$ cat config.mk
export PLATFORM = sky130hd
export DESIGN_NAME = ops_sequencer
export DESIGN_NICKNAME = d
export VERILOG_FILES = /design/src/ops_fifo.sv /design/src/ops_pkg.sv /design/src/ops_sequencer.sv
export SDC_FILE = /design/constraint.sdc
export NUM_CORES = 1
export LEC_CHECK = 0
export ABC_AREA = 1
export BUFFER_PORTS_ARGS = -buffer_cell sky130_fd_sc_hd__buf_2
export CELL_PAD_IN_SITES_DETAIL_PLACEMENT = 1
export CELL_PAD_IN_SITES_GLOBAL_PLACEMENT = 1
export CORE_MARGIN = 2
export CORE_UTILIZATION = 46
export CTS_CLUSTER_DIAMETER = 100
export DETAILED_ROUTE_END_ITERATION = 10
export GPL_ROUTABILITY_DRIVEN = 0
export PLACE_DENSITY = 0.78
export SKIP_LAST_GASP = 1
export SLEW_MARGIN = 20
export SYNTH_ARGS = -nofsm -noshare
export SYNTH_HDL_FRONTEND = slang
export SYNTH_SLANG_ARGS = --single-unit
$ cat constraint.sdc
create_clock -name clk_sys -period 3.2 [get_ports clk_sys]
set_input_delay 0.16 -clock clk_sys [delete_from_list [all_inputs] [get_ports clk_sys]]
set_output_delay 0.16 -clock clk_sys [all_outputs]
set_load 0.01 [all_outputs]
$ cat src/ops_fifo.sv
/*
 * Holds no code: the result FIFO module sits beside the sequencer,
 * so that all logic of the block lives in one design file.
 * Assumes the sequencer file and the package are compiled with it.
 */

$ cat src/ops_pkg.sv
/*
 * Shared constants and types for the optical phase sequencer:
 * register offsets, field positions, reset values and state codes.
 * Assumes a 125 MHz clk_sys and a 24-bit register port.
 */
`default_nettype none
package ops_pkg;
	localparam int DATA_W = 24;
	localparam int ADDR_W = 8;
	localparam int CODE_W = 6;
	localparam int GSEL_W = 3;
	localparam int CONV_W = 22;
	localparam int FIFO_DEPTH = 4;
	localparam int NUM_PH = 4;
	// Register offsets
	localparam logic [7:0] ADDR_PERIOD = 8'h1D;
	localparam logic [7:0] ADDR_CTRL = 8'h1E;
	localparam logic [7:0] ADDR_PHLEN = 8'h1F;
	localparam logic [7:0] ADDR_GAIN = 8'h21;
	localparam logic [7:0] ADDR_LED = 8'h22;
	localparam logic [7:0] ADDR_SMP0 = 8'h2A;
	localparam logic [7:0] ADDR_STATUS = 8'h30;
	// Field positions
	localparam int LED1_LSB = 0;
	localparam int LED2_LSB = 6;
	localparam int LED3_LSB = 12;
	localparam int GAIN1_LSB = 0;
	localparam int CF1_LSB = 3;
	localparam int GAIN2_LSB = 6;
	localparam int CF2_LSB = 9;
	localparam int SEPEN_BIT = 15;
	localparam int RUN_BIT = 0;
	localparam int READY_BIT = 0;
	// Reset values
	localparam logic [23:0] PERIOD_RST = 24'h00_0400;
	localparam logic [23:0] PHLEN_RST = 24'h00_0040;
	localparam logic [23:0] LED_RST = 24'h00_0000;
	localparam logic [23:0] GAIN_RST = 24'h00_0000;
	localparam logic [23:0] CTRL_RST = 24'h00_0000;
	// Overrange sample patterns
	localparam logic [2:0] OVER_POS = 3'h1;
	localparam logic [2:0] OVER_NEG = 3'h6;
	typedef enum logic [4:0] {
		ST_E2 = 5'h01,
		ST_E3 = 5'h02,
		ST_E1 = 5'h04,
		ST_AMB = 5'h08,
		ST_REST = 5'h10
	} ops_state_t;
	typedef struct packed {
		logic overPos;
		logic overNeg;
		logic [CONV_W-1:0] code;
	} ops_conv_t;
endpackage
`default_nettype wire

$ cat src/ops_sequencer.sv
/*
 * Four-phase sampling sequencer for an optical pulse front end.
 * Drives emitters, filter switches, converter resets and gain sets,
 * and files converter results into four sample registers.
 * Also holds the small result FIFO that buffers converter words.
 * Assumes converter results arrive on clk_sys in phase order.
 */
// The strobed register port was decided locally.
// Summary of operation
// - Four 24-bit samples per period, each in its own register.
// - Whole sequence repeats once every programmed repetition period.
// - Four phases; each filter switch closes only in its phase.
// - Four per-phase converter resets; combined reset is their OR.
// - Phase order: emitter two, three, one, then ambient.
// - Each emitter is driven only during its own phase.
// - Two gain/capacitance sets, each applied to designated phases.
// - Separate 6-bit current code per emitter, applied independently.
// - Code is unsigned, 63 equal steps from 0 to 100 mA.
// - Emitter-one code lives at offset 22h, zero after reset.
// - 22-bit result sign-extended into 24 bits within full scale.
// - Bits 23:21 read 001 above and 110 below full scale.
// - One gain for all phases unless separate-gain enable is set.
`timescale 1ns/1ps
`default_nettype none
module ops_sequencer
	import ops_pkg::*;
(
	input wire logic clk_sys,
	input wire logic rst,
	input wire logic [ADDR_W-1:0] regAddr,
	input wire logic [DATA_W-1:0] regWdata,
	input wire logic regWr,
	input wire logic regRd,
	output logic [DATA_W-1:0] regRdata,
	input wire logic convValid,
	input wire ops_conv_t convWord,
	output logic convReady,
	output logic [NUM_PH-1:0] filterConnect,
	output logic [2:0] emitterOn,
	output logic [CODE_W-1:0] emitterOneCurrentCode,
	output logic [CODE_W-1:0] emitterTwoCurrentCode,
	output logic [CODE_W-1:0] emitterThreeCurrentCode,
	output logic [NUM_PH-1:0] convResetPhase,
	output logic convResetCombined,
	output logic [GSEL_W-1:0] receiverGainSelect,
	output logic [GSEL_W-1:0] feedbackCapSelect,
	output logic cyclePowerdownWindow,
	output logic dataReady
);
	// Sign-extend or flag overrange for one converter result
	function automatic logic [DATA_W-1:0] fmtSample(input ops_conv_t w);
		logic [DATA_W-1:0] r;
		r = {{2{w.code[CONV_W-1]}}, w.code};
		if (w.overPos) begin
			r = {OVER_POS, {(DATA_W-3){1'b1}}};
		end else if (w.overNeg) begin
			r = {OVER_NEG, {(DATA_W-3){1'b0}}};
		end
		return r;
	endfunction

	logic [DATA_W-1:0] pulseRepetitionRate;
	logic [DATA_W-1:0] phaseLen;
	logic [DATA_W-1:0] ctrl;
	logic [DATA_W-1:0] gainCfg;
	logic [DATA_W-1:0] emitterOneCurrentSetting;
	logic [DATA_W-1:0] sample [NUM_PH];
	logic readySticky;
	ops_state_t state;
	ops_state_t next_state;
	logic [DATA_W-1:0] periodCnt;
	logic [DATA_W-1:0] phaseCnt;
	logic run;
	logic periodEnd;
	logic phaseEnd;
	logic [1:0] smpIdx;
	logic fifoValid;
	ops_conv_t fifoWord;
	logic pop;
	logic separateGainEnable;
	logic useSecond;

	assign run = ctrl[RUN_BIT];
	assign separateGainEnable = gainCfg[SEPEN_BIT];
	assign periodEnd = periodCnt == pulseRepetitionRate - 24'h00_0001;
	assign phaseEnd = phaseCnt == phaseLen - 24'h00_0001;
	// Draining stalls while stopped, so the FIFO fills and pushes back
	assign pop = fifoValid && run;

	// Converter results are buffered; convReady is the FIFO's flag
	ops_fifo #(.WIDTH(DATA_W), .DEPTH(FIFO_DEPTH)) resultFifo (
		.clk_sys(clk_sys),
		.rst(rst),
		.inValid(convValid),
		.inData(convWord),
		.inReady(convReady),
		.outValid(fifoValid),
		.outData(fifoWord),
		.outReady(pop)
	);

	// Register writes
	always_ff @(posedge clk_sys) begin
		if (rst) begin
			pulseRepetitionRate <= PERIOD_RST;
			phaseLen <= PHLEN_RST;
			ctrl <= CTRL_RST;
			gainCfg <= GAIN_RST;
			emitterOneCurrentSetting <= LED_RST;
		end else if (regWr) begin
			if (regAddr == ADDR_PERIOD) begin
				pulseRepetitionRate <= regWdata;
			end else if (regAddr == ADDR_PHLEN) begin
				phaseLen <= regWdata;
			end else if (regAddr == ADDR_CTRL) begin
				ctrl <= regWdata;
			end else if (regAddr == ADDR_GAIN) begin
				gainCfg <= regWdata;
			end else if (regAddr == ADDR_LED) begin
				emitterOneCurrentSetting <= regWdata;
			end
		end
	end

	// Register reads; unmapped offsets answer zero
	always_ff @(posedge clk_sys) begin
		if (rst) begin
			regRdata <= '0;
		end else if (regRd) begin
			if (regAddr == ADDR_PERIOD) begin
				regRdata <= pulseRepetitionRate;
			end else if (regAddr == ADDR_PHLEN) begin
				regRdata <= phaseLen;
			end else if (regAddr == ADDR_CTRL) begin
				regRdata <= ctrl;
			end else if (regAddr == ADDR_GAIN) begin
				regRdata <= gainCfg;
			end else if (regAddr == ADDR_LED) begin
				regRdata <= emitterOneCurrentSetting;
			end else if (regAddr >= ADDR_SMP0 && regAddr < ADDR_SMP0 + 8'h04) begin
				regRdata <= sample[2'(regAddr - ADDR_SMP0)];
			end else if (regAddr == ADDR_STATUS) begin
				regRdata <= {{(DATA_W-1){1'b0}}, readySticky};
			end else begin
				regRdata <= '0;
			end
		end
	end

	// Phase order within a period
	always_comb begin
		next_state = state;
		case (state)
			ST_E2: if (phaseEnd) next_state = ST_E3;
			ST_E3: if (phaseEnd) next_state = ST_E1;
			ST_E1: if (phaseEnd) next_state = ST_AMB;
			ST_AMB: if (phaseEnd) next_state = ST_REST;
			ST_REST: next_state = ST_REST;
			default: next_state = ST_REST;
		endcase
		if (!run) begin
			next_state = ST_REST;
		end else if (periodEnd) begin
			next_state = ST_E2;
		end
	end

	// Period and phase timing; a period shorter than four phases cuts the tail
	always_ff @(posedge clk_sys) begin
		if (rst) begin
			state <= ST_REST;
			periodCnt <= '0;
			phaseCnt <= '0;
		end else begin
			state <= next_state;
			if (!run || periodEnd) begin
				periodCnt <= '0;
			end else begin
				periodCnt <= periodCnt + 24'h00_0001;
			end
			if (next_state != state) begin
				phaseCnt <= '0;
			end else begin
				phaseCnt <= phaseCnt + 24'h00_0001;
			end
		end
	end

	// Pin-facing phase outputs, one cycle behind the state
	always_ff @(posedge clk_sys) begin
		if (rst) begin
			filterConnect <= '0;
			emitterOn <= '0;
			convResetPhase <= '0;
			convResetCombined <= 1'b0;
			cyclePowerdownWindow <= 1'b0;
		end else begin
			filterConnect <= state[NUM_PH-1:0];
			emitterOn <= {state == ST_E3, state == ST_E2, state == ST_E1};
			// Converter reset at the first cycle of each phase
			convResetPhase <= (phaseCnt == '0) ? state[NUM_PH-1:0] : '0;
			convResetCombined <= (phaseCnt == '0) && |state[NUM_PH-1:0];
			cyclePowerdownWindow <= state == ST_REST && run;
		end
	end

	// Gain sets: the second set governs the first two phases when enabled
	assign useSecond = separateGainEnable && (state == ST_E2 || state == ST_E3);
	always_ff @(posedge clk_sys) begin
		if (rst) begin
			receiverGainSelect <= '0;
			feedbackCapSelect <= '0;
		end else if (useSecond) begin
			receiverGainSelect <= gainCfg[GAIN2_LSB +: GSEL_W];
			feedbackCapSelect <= gainCfg[CF2_LSB +: GSEL_W];
		end else begin
			receiverGainSelect <= gainCfg[GAIN1_LSB +: GSEL_W];
			feedbackCapSelect <= gainCfg[CF1_LSB +: GSEL_W];
		end
	end

	// Current codes; driver maps code n to n*100/63 mA, about 1.6 mA a step
	always_ff @(posedge clk_sys) begin
		if (rst) begin
			emitterOneCurrentCode <= '0;
			emitterTwoCurrentCode <= '0;
			emitterThreeCurrentCode <= '0;
		end else begin
			emitterOneCurrentCode <= emitterOneCurrentSetting[LED1_LSB +: CODE_W];
			emitterTwoCurrentCode <= emitterOneCurrentSetting[LED2_LSB +: CODE_W];
			emitterThreeCurrentCode <= emitterOneCurrentSetting[LED3_LSB +: CODE_W];
		end
	end

	// File each finished conversion into its phase's register
	always_ff @(posedge clk_sys) begin
		if (rst) begin
			for (int i = 0; i < NUM_PH; i++) begin
				sample[i] <= '0;
			end
		end else if (pop) begin
			sample[smpIdx] <= fmtSample(fifoWord);
		end
	end

	// Sample slot index; stopping realigns to the first phase
	always_ff @(posedge clk_sys) begin
		if (rst || !run) begin
			smpIdx <= '0;
		end else if (pop) begin
			smpIdx <= smpIdx + 2'h1;
		end
	end

	// Ready pulse and sticky status; a new set wins over a status read
	always_ff @(posedge clk_sys) begin
		if (rst) begin
			dataReady <= 1'b0;
			readySticky <= 1'b0;
		end else begin
			dataReady <= pop && smpIdx == 2'h3;
			if (pop && smpIdx == 2'h3) begin
				readySticky <= 1'b1;
			end else if (regRd && regAddr == ADDR_STATUS) begin
				readySticky <= 1'b0;
			end
		end
	end
endmodule

// Small synchronous FIFO, valid/ready on both sides; DEPTH must be a power of two
module ops_fifo #(
	parameter int WIDTH = 24,
	parameter int DEPTH = 4
) (
	input wire logic clk_sys,
	input wire logic rst,
	input wire logic inValid,
	input wire logic [WIDTH-1:0] inData,
	output logic inReady,
	output logic outValid,
	output logic [WIDTH-1:0] outData,
	input wire logic outReady
);
	localparam int PW = $clog2(DEPTH);
	localparam int CW = $clog2(DEPTH + 1);
	logic [WIDTH-1:0] mem [DEPTH];
	logic [PW-1:0] wrPtr;
	logic [PW-1:0] rdPtr;
	logic [CW-1:0] count;
	logic [CW-1:0] next_count;
	logic push;
	logic pop;

	// Handshakes; full and empty come from flops
	assign push = inValid && inReady;
	assign pop = outValid && outReady;
	assign outData = mem[rdPtr];
	assign next_count = count + CW'(push) - CW'(pop);

	// Storage needs no reset
	always_ff @(posedge clk_sys) begin
		if (push) begin
			mem[wrPtr] <= inData;
		end
	end

	// Pointers and flags
	always_ff @(posedge clk_sys) begin
		if (rst) begin
			wrPtr <= '0;
			rdPtr <= '0;
			count <= '0;
			inReady <= 1'b0;
			outValid <= 1'b0;
		end else begin
			wrPtr <= wrPtr + PW'(push);
			rdPtr <= rdPtr + PW'(pop);
			count <= next_count;
			inReady <= next_count != CW'(DEPTH);
			outValid <= next_count != '0;
		end
	end
endmodule
`default_nettype wire

==> results of run 1 <==
## cell type report
class	count	area (µm²)
Tap cell	585	732
Antenna cell	1	2.50
Fill cell	5150	19400
Sequential cell	435	10600
Multi-Input combinational cell	1620	8110
Inverter	268	1010
Clock buffer	71	1350
Timing Repair Buffer	241	1700
Clock inverter	17	179
## synth_stat cells (all sizes together), types with 2 or more instances
| cell | n | area [µm²] |
|---|---|---|
| nand3 | 124 | 656 |
| xnor2 | 26 | 228 |
| o221ai | 8 | 70.1 |
| a32o | 2 | 20.0 |
| edfxtp | 188 | 5650 |
| o2111ai | 4 | 35.0 |
| nand3b | 4 | 30.0 |
| dfxtp | 247 | 4940 |
| nand2 | 487 | 1860 |
| o311ai | 12 | 105 |
| a21o | 2 | 15.0 |
| inv | 266 | 998 |
| nor2 | 375 | 1670 |
| o21bai | 3 | 22.5 |
| a31oi | 6 | 37.5 |
| a211oi | 3 | 22.5 |
| clkbuf | 98 | 368 |
| a21oi | 184 | 925 |
| ha | 10 | 125 |
| clkinv | 2 | 7.51 |
| o211ai | 26 | 195 |
| nor4 | 6 | 43.8 |
| nand4 | 34 | 219 |
| nor3 | 27 | 150 |
| buf | 8 | 48.8 |
| o21ai | 211 | 1060 |
| xor2 | 56 | 498 |
| and3 | 2 | 12.5 |
## sequential cells by signal (all words and copies together) (netlist names), 4 cells and up
| register | cells |
|---|---|
| state | 5 |
| gainCfg | 24 |
| ctrl | 24 |
| emitterThreeCurrentCode | 6 |
| emitterOneCurrentSetting | 24 |
| convResetPhase | 4 |
| regRdata | 24 |
| resultFifo.mem | 96 |
| emitterTwoCurrentCode | 6 |
| pulseRepetitionRate | 24 |
| phaseCnt | 24 |
| filterConnect | 4 |
| emitterOneCurrentCode | 6 |
| periodCnt | 24 |
| sample | 92 |
| phaseLen | 24 |
## kinds of logic (layout without fill, tap and decap cells)
group | count (synthesis) | in the layout | share of synthesized area
other | 0 | 1 | 0
AOI/OAI and AO/OA | 466 | 466 | 0.127
DFF | 435 | 435 | 0.527
and+or+nand+nor | 1061 | 1061 | 0.232
xor gates and xnor gates | 82 | 82 | 0.0361
buffers and inverters | 374 | 597 | 0.0708
adders and majority gates | 11 | 11 | 0.00723
## routing by layer
layer / vias up / GRT usage / wire length [µm]
met4: 0 / 0.131 / 2750
li1: 8369 / - / -
met2: 494 / 0.546 / 34800
met3: 156 / 0.0388 / 3380
met5: - / 0 / 0
met1: 8799 / 0.362 / 27200
## final timing paths
check              startpoint                           end  cells after the start
setup / recovery  phaseLen[0]                   phaseCnt[3]                     18
hold / removal          regWr  emitterOneCurrentSetting[20]                      3
setup reg to reg  phaseLen[0]                   phaseCnt[3]                     18
hold reg to reg      ctrl[13]                      ctrl[13]                      2
## placed cells by master (no fill, tap or decap), types with 3 or more instances in the layout
master and instances:
inv_2 9, nand4_1 33, clkbuf_1 16, o211ai_1 26, edfxtp_1 188, nand3_1 120
o2111ai_1 4, nand2_1 477, nor3_2 10, nand3b_1 4, nand2_2 8, o21ai_1 7
dlygate4sd3_1 51, a31oi_1 6, ha_1 10, a21oi_1 183, buf_2 123, nor3_1 17
nor4_1 5, dfxtp_1 247, clkinv_1 4, o311ai_0 12, buf_4 61, xor2_1 55
o21ai_0 203, clkbuf_8 8, xnor2_1 26, a211oi_1 3, buf_12 6, o21bai_1 3
nor2_2 33, clkbuf_16 47, o221ai_1 8, inv_1 258, clkinv_2 6, nor2_4 19
nor2_1 321
## worst reg2reg max path, delay by kind of cell (launching register included)
kind | cells | cell delay, ps
buffers and inverters | 2 | 430
adders and majority gates | 1 | 290
xor gates and xnor gates | 1 | 160
DFF | 1 | 320
and+or+nand+nor | 14 | 1600
## repair_timing
action	CTS	global route
gates resized for setup	0	0
endpoints found under the hold margin	175	0
hold buffers	51	0
## where the power goes
group | internal (W) | switching [W] | total, W
Sequential | 0.00588 | 0.0000377 | 0.00592
Combinational | 0.000186 | 0.000418 | 0.000604
Clock | 0.00309 | 0.00233 | 0.00542
## stage by stage
stage | cell area [µm²] | worst slack [ps]
floorplan | 20100 | 606
global placement | 21600 | 545
detailed placement | 21600 | 336
CTS | 23700 | 284
global route | 23700 | 1.46
finish | 23700 | 285
==> results.cfg, run 1 <==
[timing]
finalCritPeriodShare = 0.911
finalMaxSlewViolations = 0
clock_skew_ps = 21.1
fmax_mhz = 343
min_period_ps = 2910
slew_headroom = 0.333
worst_pin_slew_ps = 1000
whs_ps = 46.2
grt_setup_unrepaired = false
final_hold_viol_count = 0
fin_tns_setup_ps = 0
finalSetupViolCount = 0

[cells_and_area]
nNetsFinal = 2685
instances_no_fill = 3238
drive_gt1_frac = 0.133
fin_util = 0.550
area_growth_syn_to_layout_pct = 17.9

[clocking]
htree_levels = 2
clkSinkCount = 435
cts_max_path_buffers = 3
cts_buffers = 47
cts_setup_buffers = 0
insertion_delay_ps = 610
cts_tree = done
root_buffer = clkbuf_16
path_clk_slew_ps = 60

[worst_setup_path]
crit_fanout = 24
slowest_stage = dfxtp_1
r2r_setup_slack_ps = 290
critPathCaptureType = flop
critPathRequiredTime_ps = 3680
crit_path_frequent_cell = nand2_1
crit_chain = inv_1 -> ha_1 -> nand3_4 -> nor2_8 -> nand2_2 -> xor2_2 -> nand2_1 -> nor2_1 -> nand2_1 -> nor2_2 -> nand3_1 -> nand2_1 -> nand3_1 -> nand2_1 -> nand2_2 -> nand3_4 -> buf_12 -> nor2_1
slowest_delay_ps = 320
crit_arrival_ps = 3400
critical-path-top-delay-family = simple AND/OR/NAND/NOR gates
path_buf_inv = 2
critPathLaunchType = flop
crit_type = reg -> reg

[route]
routedWlPerCell_um = 21.0
routed_wl_um = 68100
viasPerCell = 5.50
drc = 0
ant_nets = 0
drt_pre_antenna_iters = 5
dr_total_vias = 17800
first_iter_violations = 1303

[synthesis]
synth_seq_cells = 435
synth_edf_count = 188
synthCells = 2429
yosysUniqueCellTypes = 52
syn-num-nets = 2501
synth_area_per_cell_um2 = 8.27
synth_async_sr_flop_share = 0
yosysSeqAreaShare = 0.527
synth_area_um2 = 20100
yosys_most_used_dff = dfxtp_1
yosys_warnings = 0

[place]
io_buffers = 123
dp_hpwl_um = 48000
dp_cells = 3098

[floorplan]
dieWidth_um = 213
fp-row-count = 76
io_pins = 124
die_area_um2 = 45400
start_util = 0.466
dieHeight_um = 213
core-area_um2 = 43100

[global_route]
grt_pass1_vias = 18600
grt_max_degree = 113
grt_usage = 0.303
grt_overflow_total = 0
grt_first_pass_wirelength_um = 104000
antenna_found_initial = 0

[run_status]
status = complete, no violations

[worst_hold_path]
min_path_type = in -> reg

[pwr]
power_density_nw_per_um2 = 504
irDropWorstVdd_mv = 0.480
leakagePower_nw = 9.56
p_total_w = 0.0119

[run]
cap_violations = 0
(Power assumes the default switching activity.)
==> run 2, diff against run 1 <==
Settings changed: RECOVER_POWER from default to 25.
==> results.cfg, run 2 (same netlist as run 1, synthesis figures left out) <==
[floorplan]
die_area_um2 = 45400
io_pins = 124
start_util = 0.466
dieHeight_um = 213
core-area_um2 = 43100
fp-row-count = 76
dieWidth_um = 213

[timing]
final_hold_viol_count = 0
worst_pin_slew_ps = 2320
slew_headroom = -0.547
fmax_mhz = 343
clock_skew_ps = 20.5
min_period_ps = 2920
finalCritPeriodShare = 0.911
finalSetupViolCount = 0
grt_setup_unrepaired = false
finalMaxSlewViolations = 79
setup_ws_ps = 284
fin_tns_setup_ps = 0
whs_ps = 48.0

[global_route]
antenna_found_initial = 0
grt_first_pass_wirelength_um = 104000
grt_overflow_total = 0
grt_pass1_vias = 18600
grt_usage = 0.303
grt_max_degree = 113

[pwr]
power.switching_w = 0.00279
comb_power_share = 0.050
seqPwrFrac = 0.496
intPower_w = 0.00915
switching_share = 0.233
power_density_nw_per_um2 = 506
clkPwrFrac = 0.454
irDropWorstVdd_mv = 0.478
leakagePower_nw = 9.27

[worst_setup_path]
critPathRequiredTime_ps = 3680
critPathCaptureType = flop
critPathLaunchType = flop
path_buf_inv = 2
crit_path_frequent_cell = nand2_1
rr_startpoint = phaseLen[0]
crit_arrival_ps = 3400
crit_start = phaseLen[0]
critical-path-top-delay-family = simple AND/OR/NAND/NOR gates
crit_type = reg -> reg
slowest_stage = dfxtp_1
crit_chain = inv_1 -> ha_1 -> nand3_4 -> nor2_8 -> nand2_2 -> xor2_2 -> nand2_1 -> nor2_1 -> nand2_1 -> nor2_2 -> nand3_1 -> nand2_1 -> nand3_1 -> nand2_1 -> nand2_2 -> nand3_4 -> buf_12 -> nor2_1
crit_fanout = 24
slowest_delay_ps = 320

[clocking]
cts_buffers = 47
cts_setup_buffers = 0
ctsResizeCount = 0
cts_tree = done
root_buffer = clkbuf_16
htree_levels = 2
insertion_delay_ps = 610
clkSinkCount = 435
path_clk_slew_ps = 60
cts_max_path_buffers = 3

[route]
first_iter_violations = 1234
drt_pre_antenna_iters = 5
viasPerCell = 5.52
dr_total_vias = 17900
drc = 0
routed_wl_um = 68300
routedWlPerCell_um = 21.1
ant_nets = 0

[run_status]
violations = capacitance limit, slew limit
status = complete, but fails checks

[cells_and_area]
drive_gt1_frac = 0.104
final_common_cell = nand2_1
regMostFlops = resultFifo.mem
nNetsFinal = 2685
area_growth_syn_to_layout_pct = 17.4
final_cell_mix = 477 x nand2_1, 321 x nor2_1, 258 x inv_1
reg_top3 = resultFifo.mem: 96 flops, sample: 92 flops
largest_register_ffs = 96

[place]
pre_cts_ws_ps = 336
io_buffers = 123
dp_hpwl_um = 48000

[worst_hold_path]
worstHoldStart = regWr
min_path_type = in -> reg

[run]
cap_violations = 2
run 2: cell types whose count changed in the layout (fill, tap and decap cells not counted):
| cell | change |
|---|---|
| buf_4 | -2 |
| buf_2 | -73 |
| clkbuf_1 | +75 |
run 2: worst paths after layout:
check        depth (start not counted)                      endpoint  slack (ps)
max                                 18                   phaseCnt[3]         280
min                                  3  emitterOneCurrentSetting[19]          50
max reg2reg                         18                   phaseCnt[3]         280
min reg2reg                          2                      ctrl[13]         450
run 2: layer usage:
metal | up-vias | GRT usage | share of wire
met2 | 557 | 0.546 | 0.50
li1 | 8373 | - | -
met3 | 179 | 0.0388 | 0.052
met1 | 8780 | 0.362 | 0.40
met5 | - | 0 | 0
met4 | 0 | 0.131 | 0.043
run 2: timing repair:
item                                   in CTS  in global routing
setup endpoints to repair                   0                  0
hold buffers                               51                  0
endpoints found under the hold margin     175                  0
run 2: layout make-up:
class,count,area (µm²)
clock buffer,71,1350
inverter,268,1010
multi-input combinational,1620,8110
antenna,1,2.50
timing repair buffer,241,1610
tap,585,732
fill,5188,19500
clock inverter,17,179
sequential,435,10600
run 2: worst min-delay path, stage by stage:
cell and delay [ps]:
buf_2 240, nand3_1 140, a21oi_1 60
run 2: power groups by stage:
stage	clock (W)	sequential, W	combinational (W)
6_report	0.00542	0.00592	0.000599
5_1_grt	0.00570	0.00593	0.000645
4_1_cts	0.00548	0.00592	0.000594
3_5_place_dp	0	0.00604	0.000542
3_3_place_gp	0	0.00603	0.000524
2_1_floorplan	0	0.00603	0.000286
run 2: stage by stage:
stage / total power, W / area (µm²) / utilization / instances
global placement: 0.00656 / 21600 / 0.502 / 3098
detailed placement: 0.00658 / 21600 / 0.502 / 3098
CTS: 0.0120 / 23700 / 0.549 / 3237
floorplan: 0.00632 / 20100 / - / 2429
finish: 0.0119 / 23600 / 0.547 / 3238
global route: 0.0123 / 23600 / 0.547 / 3237
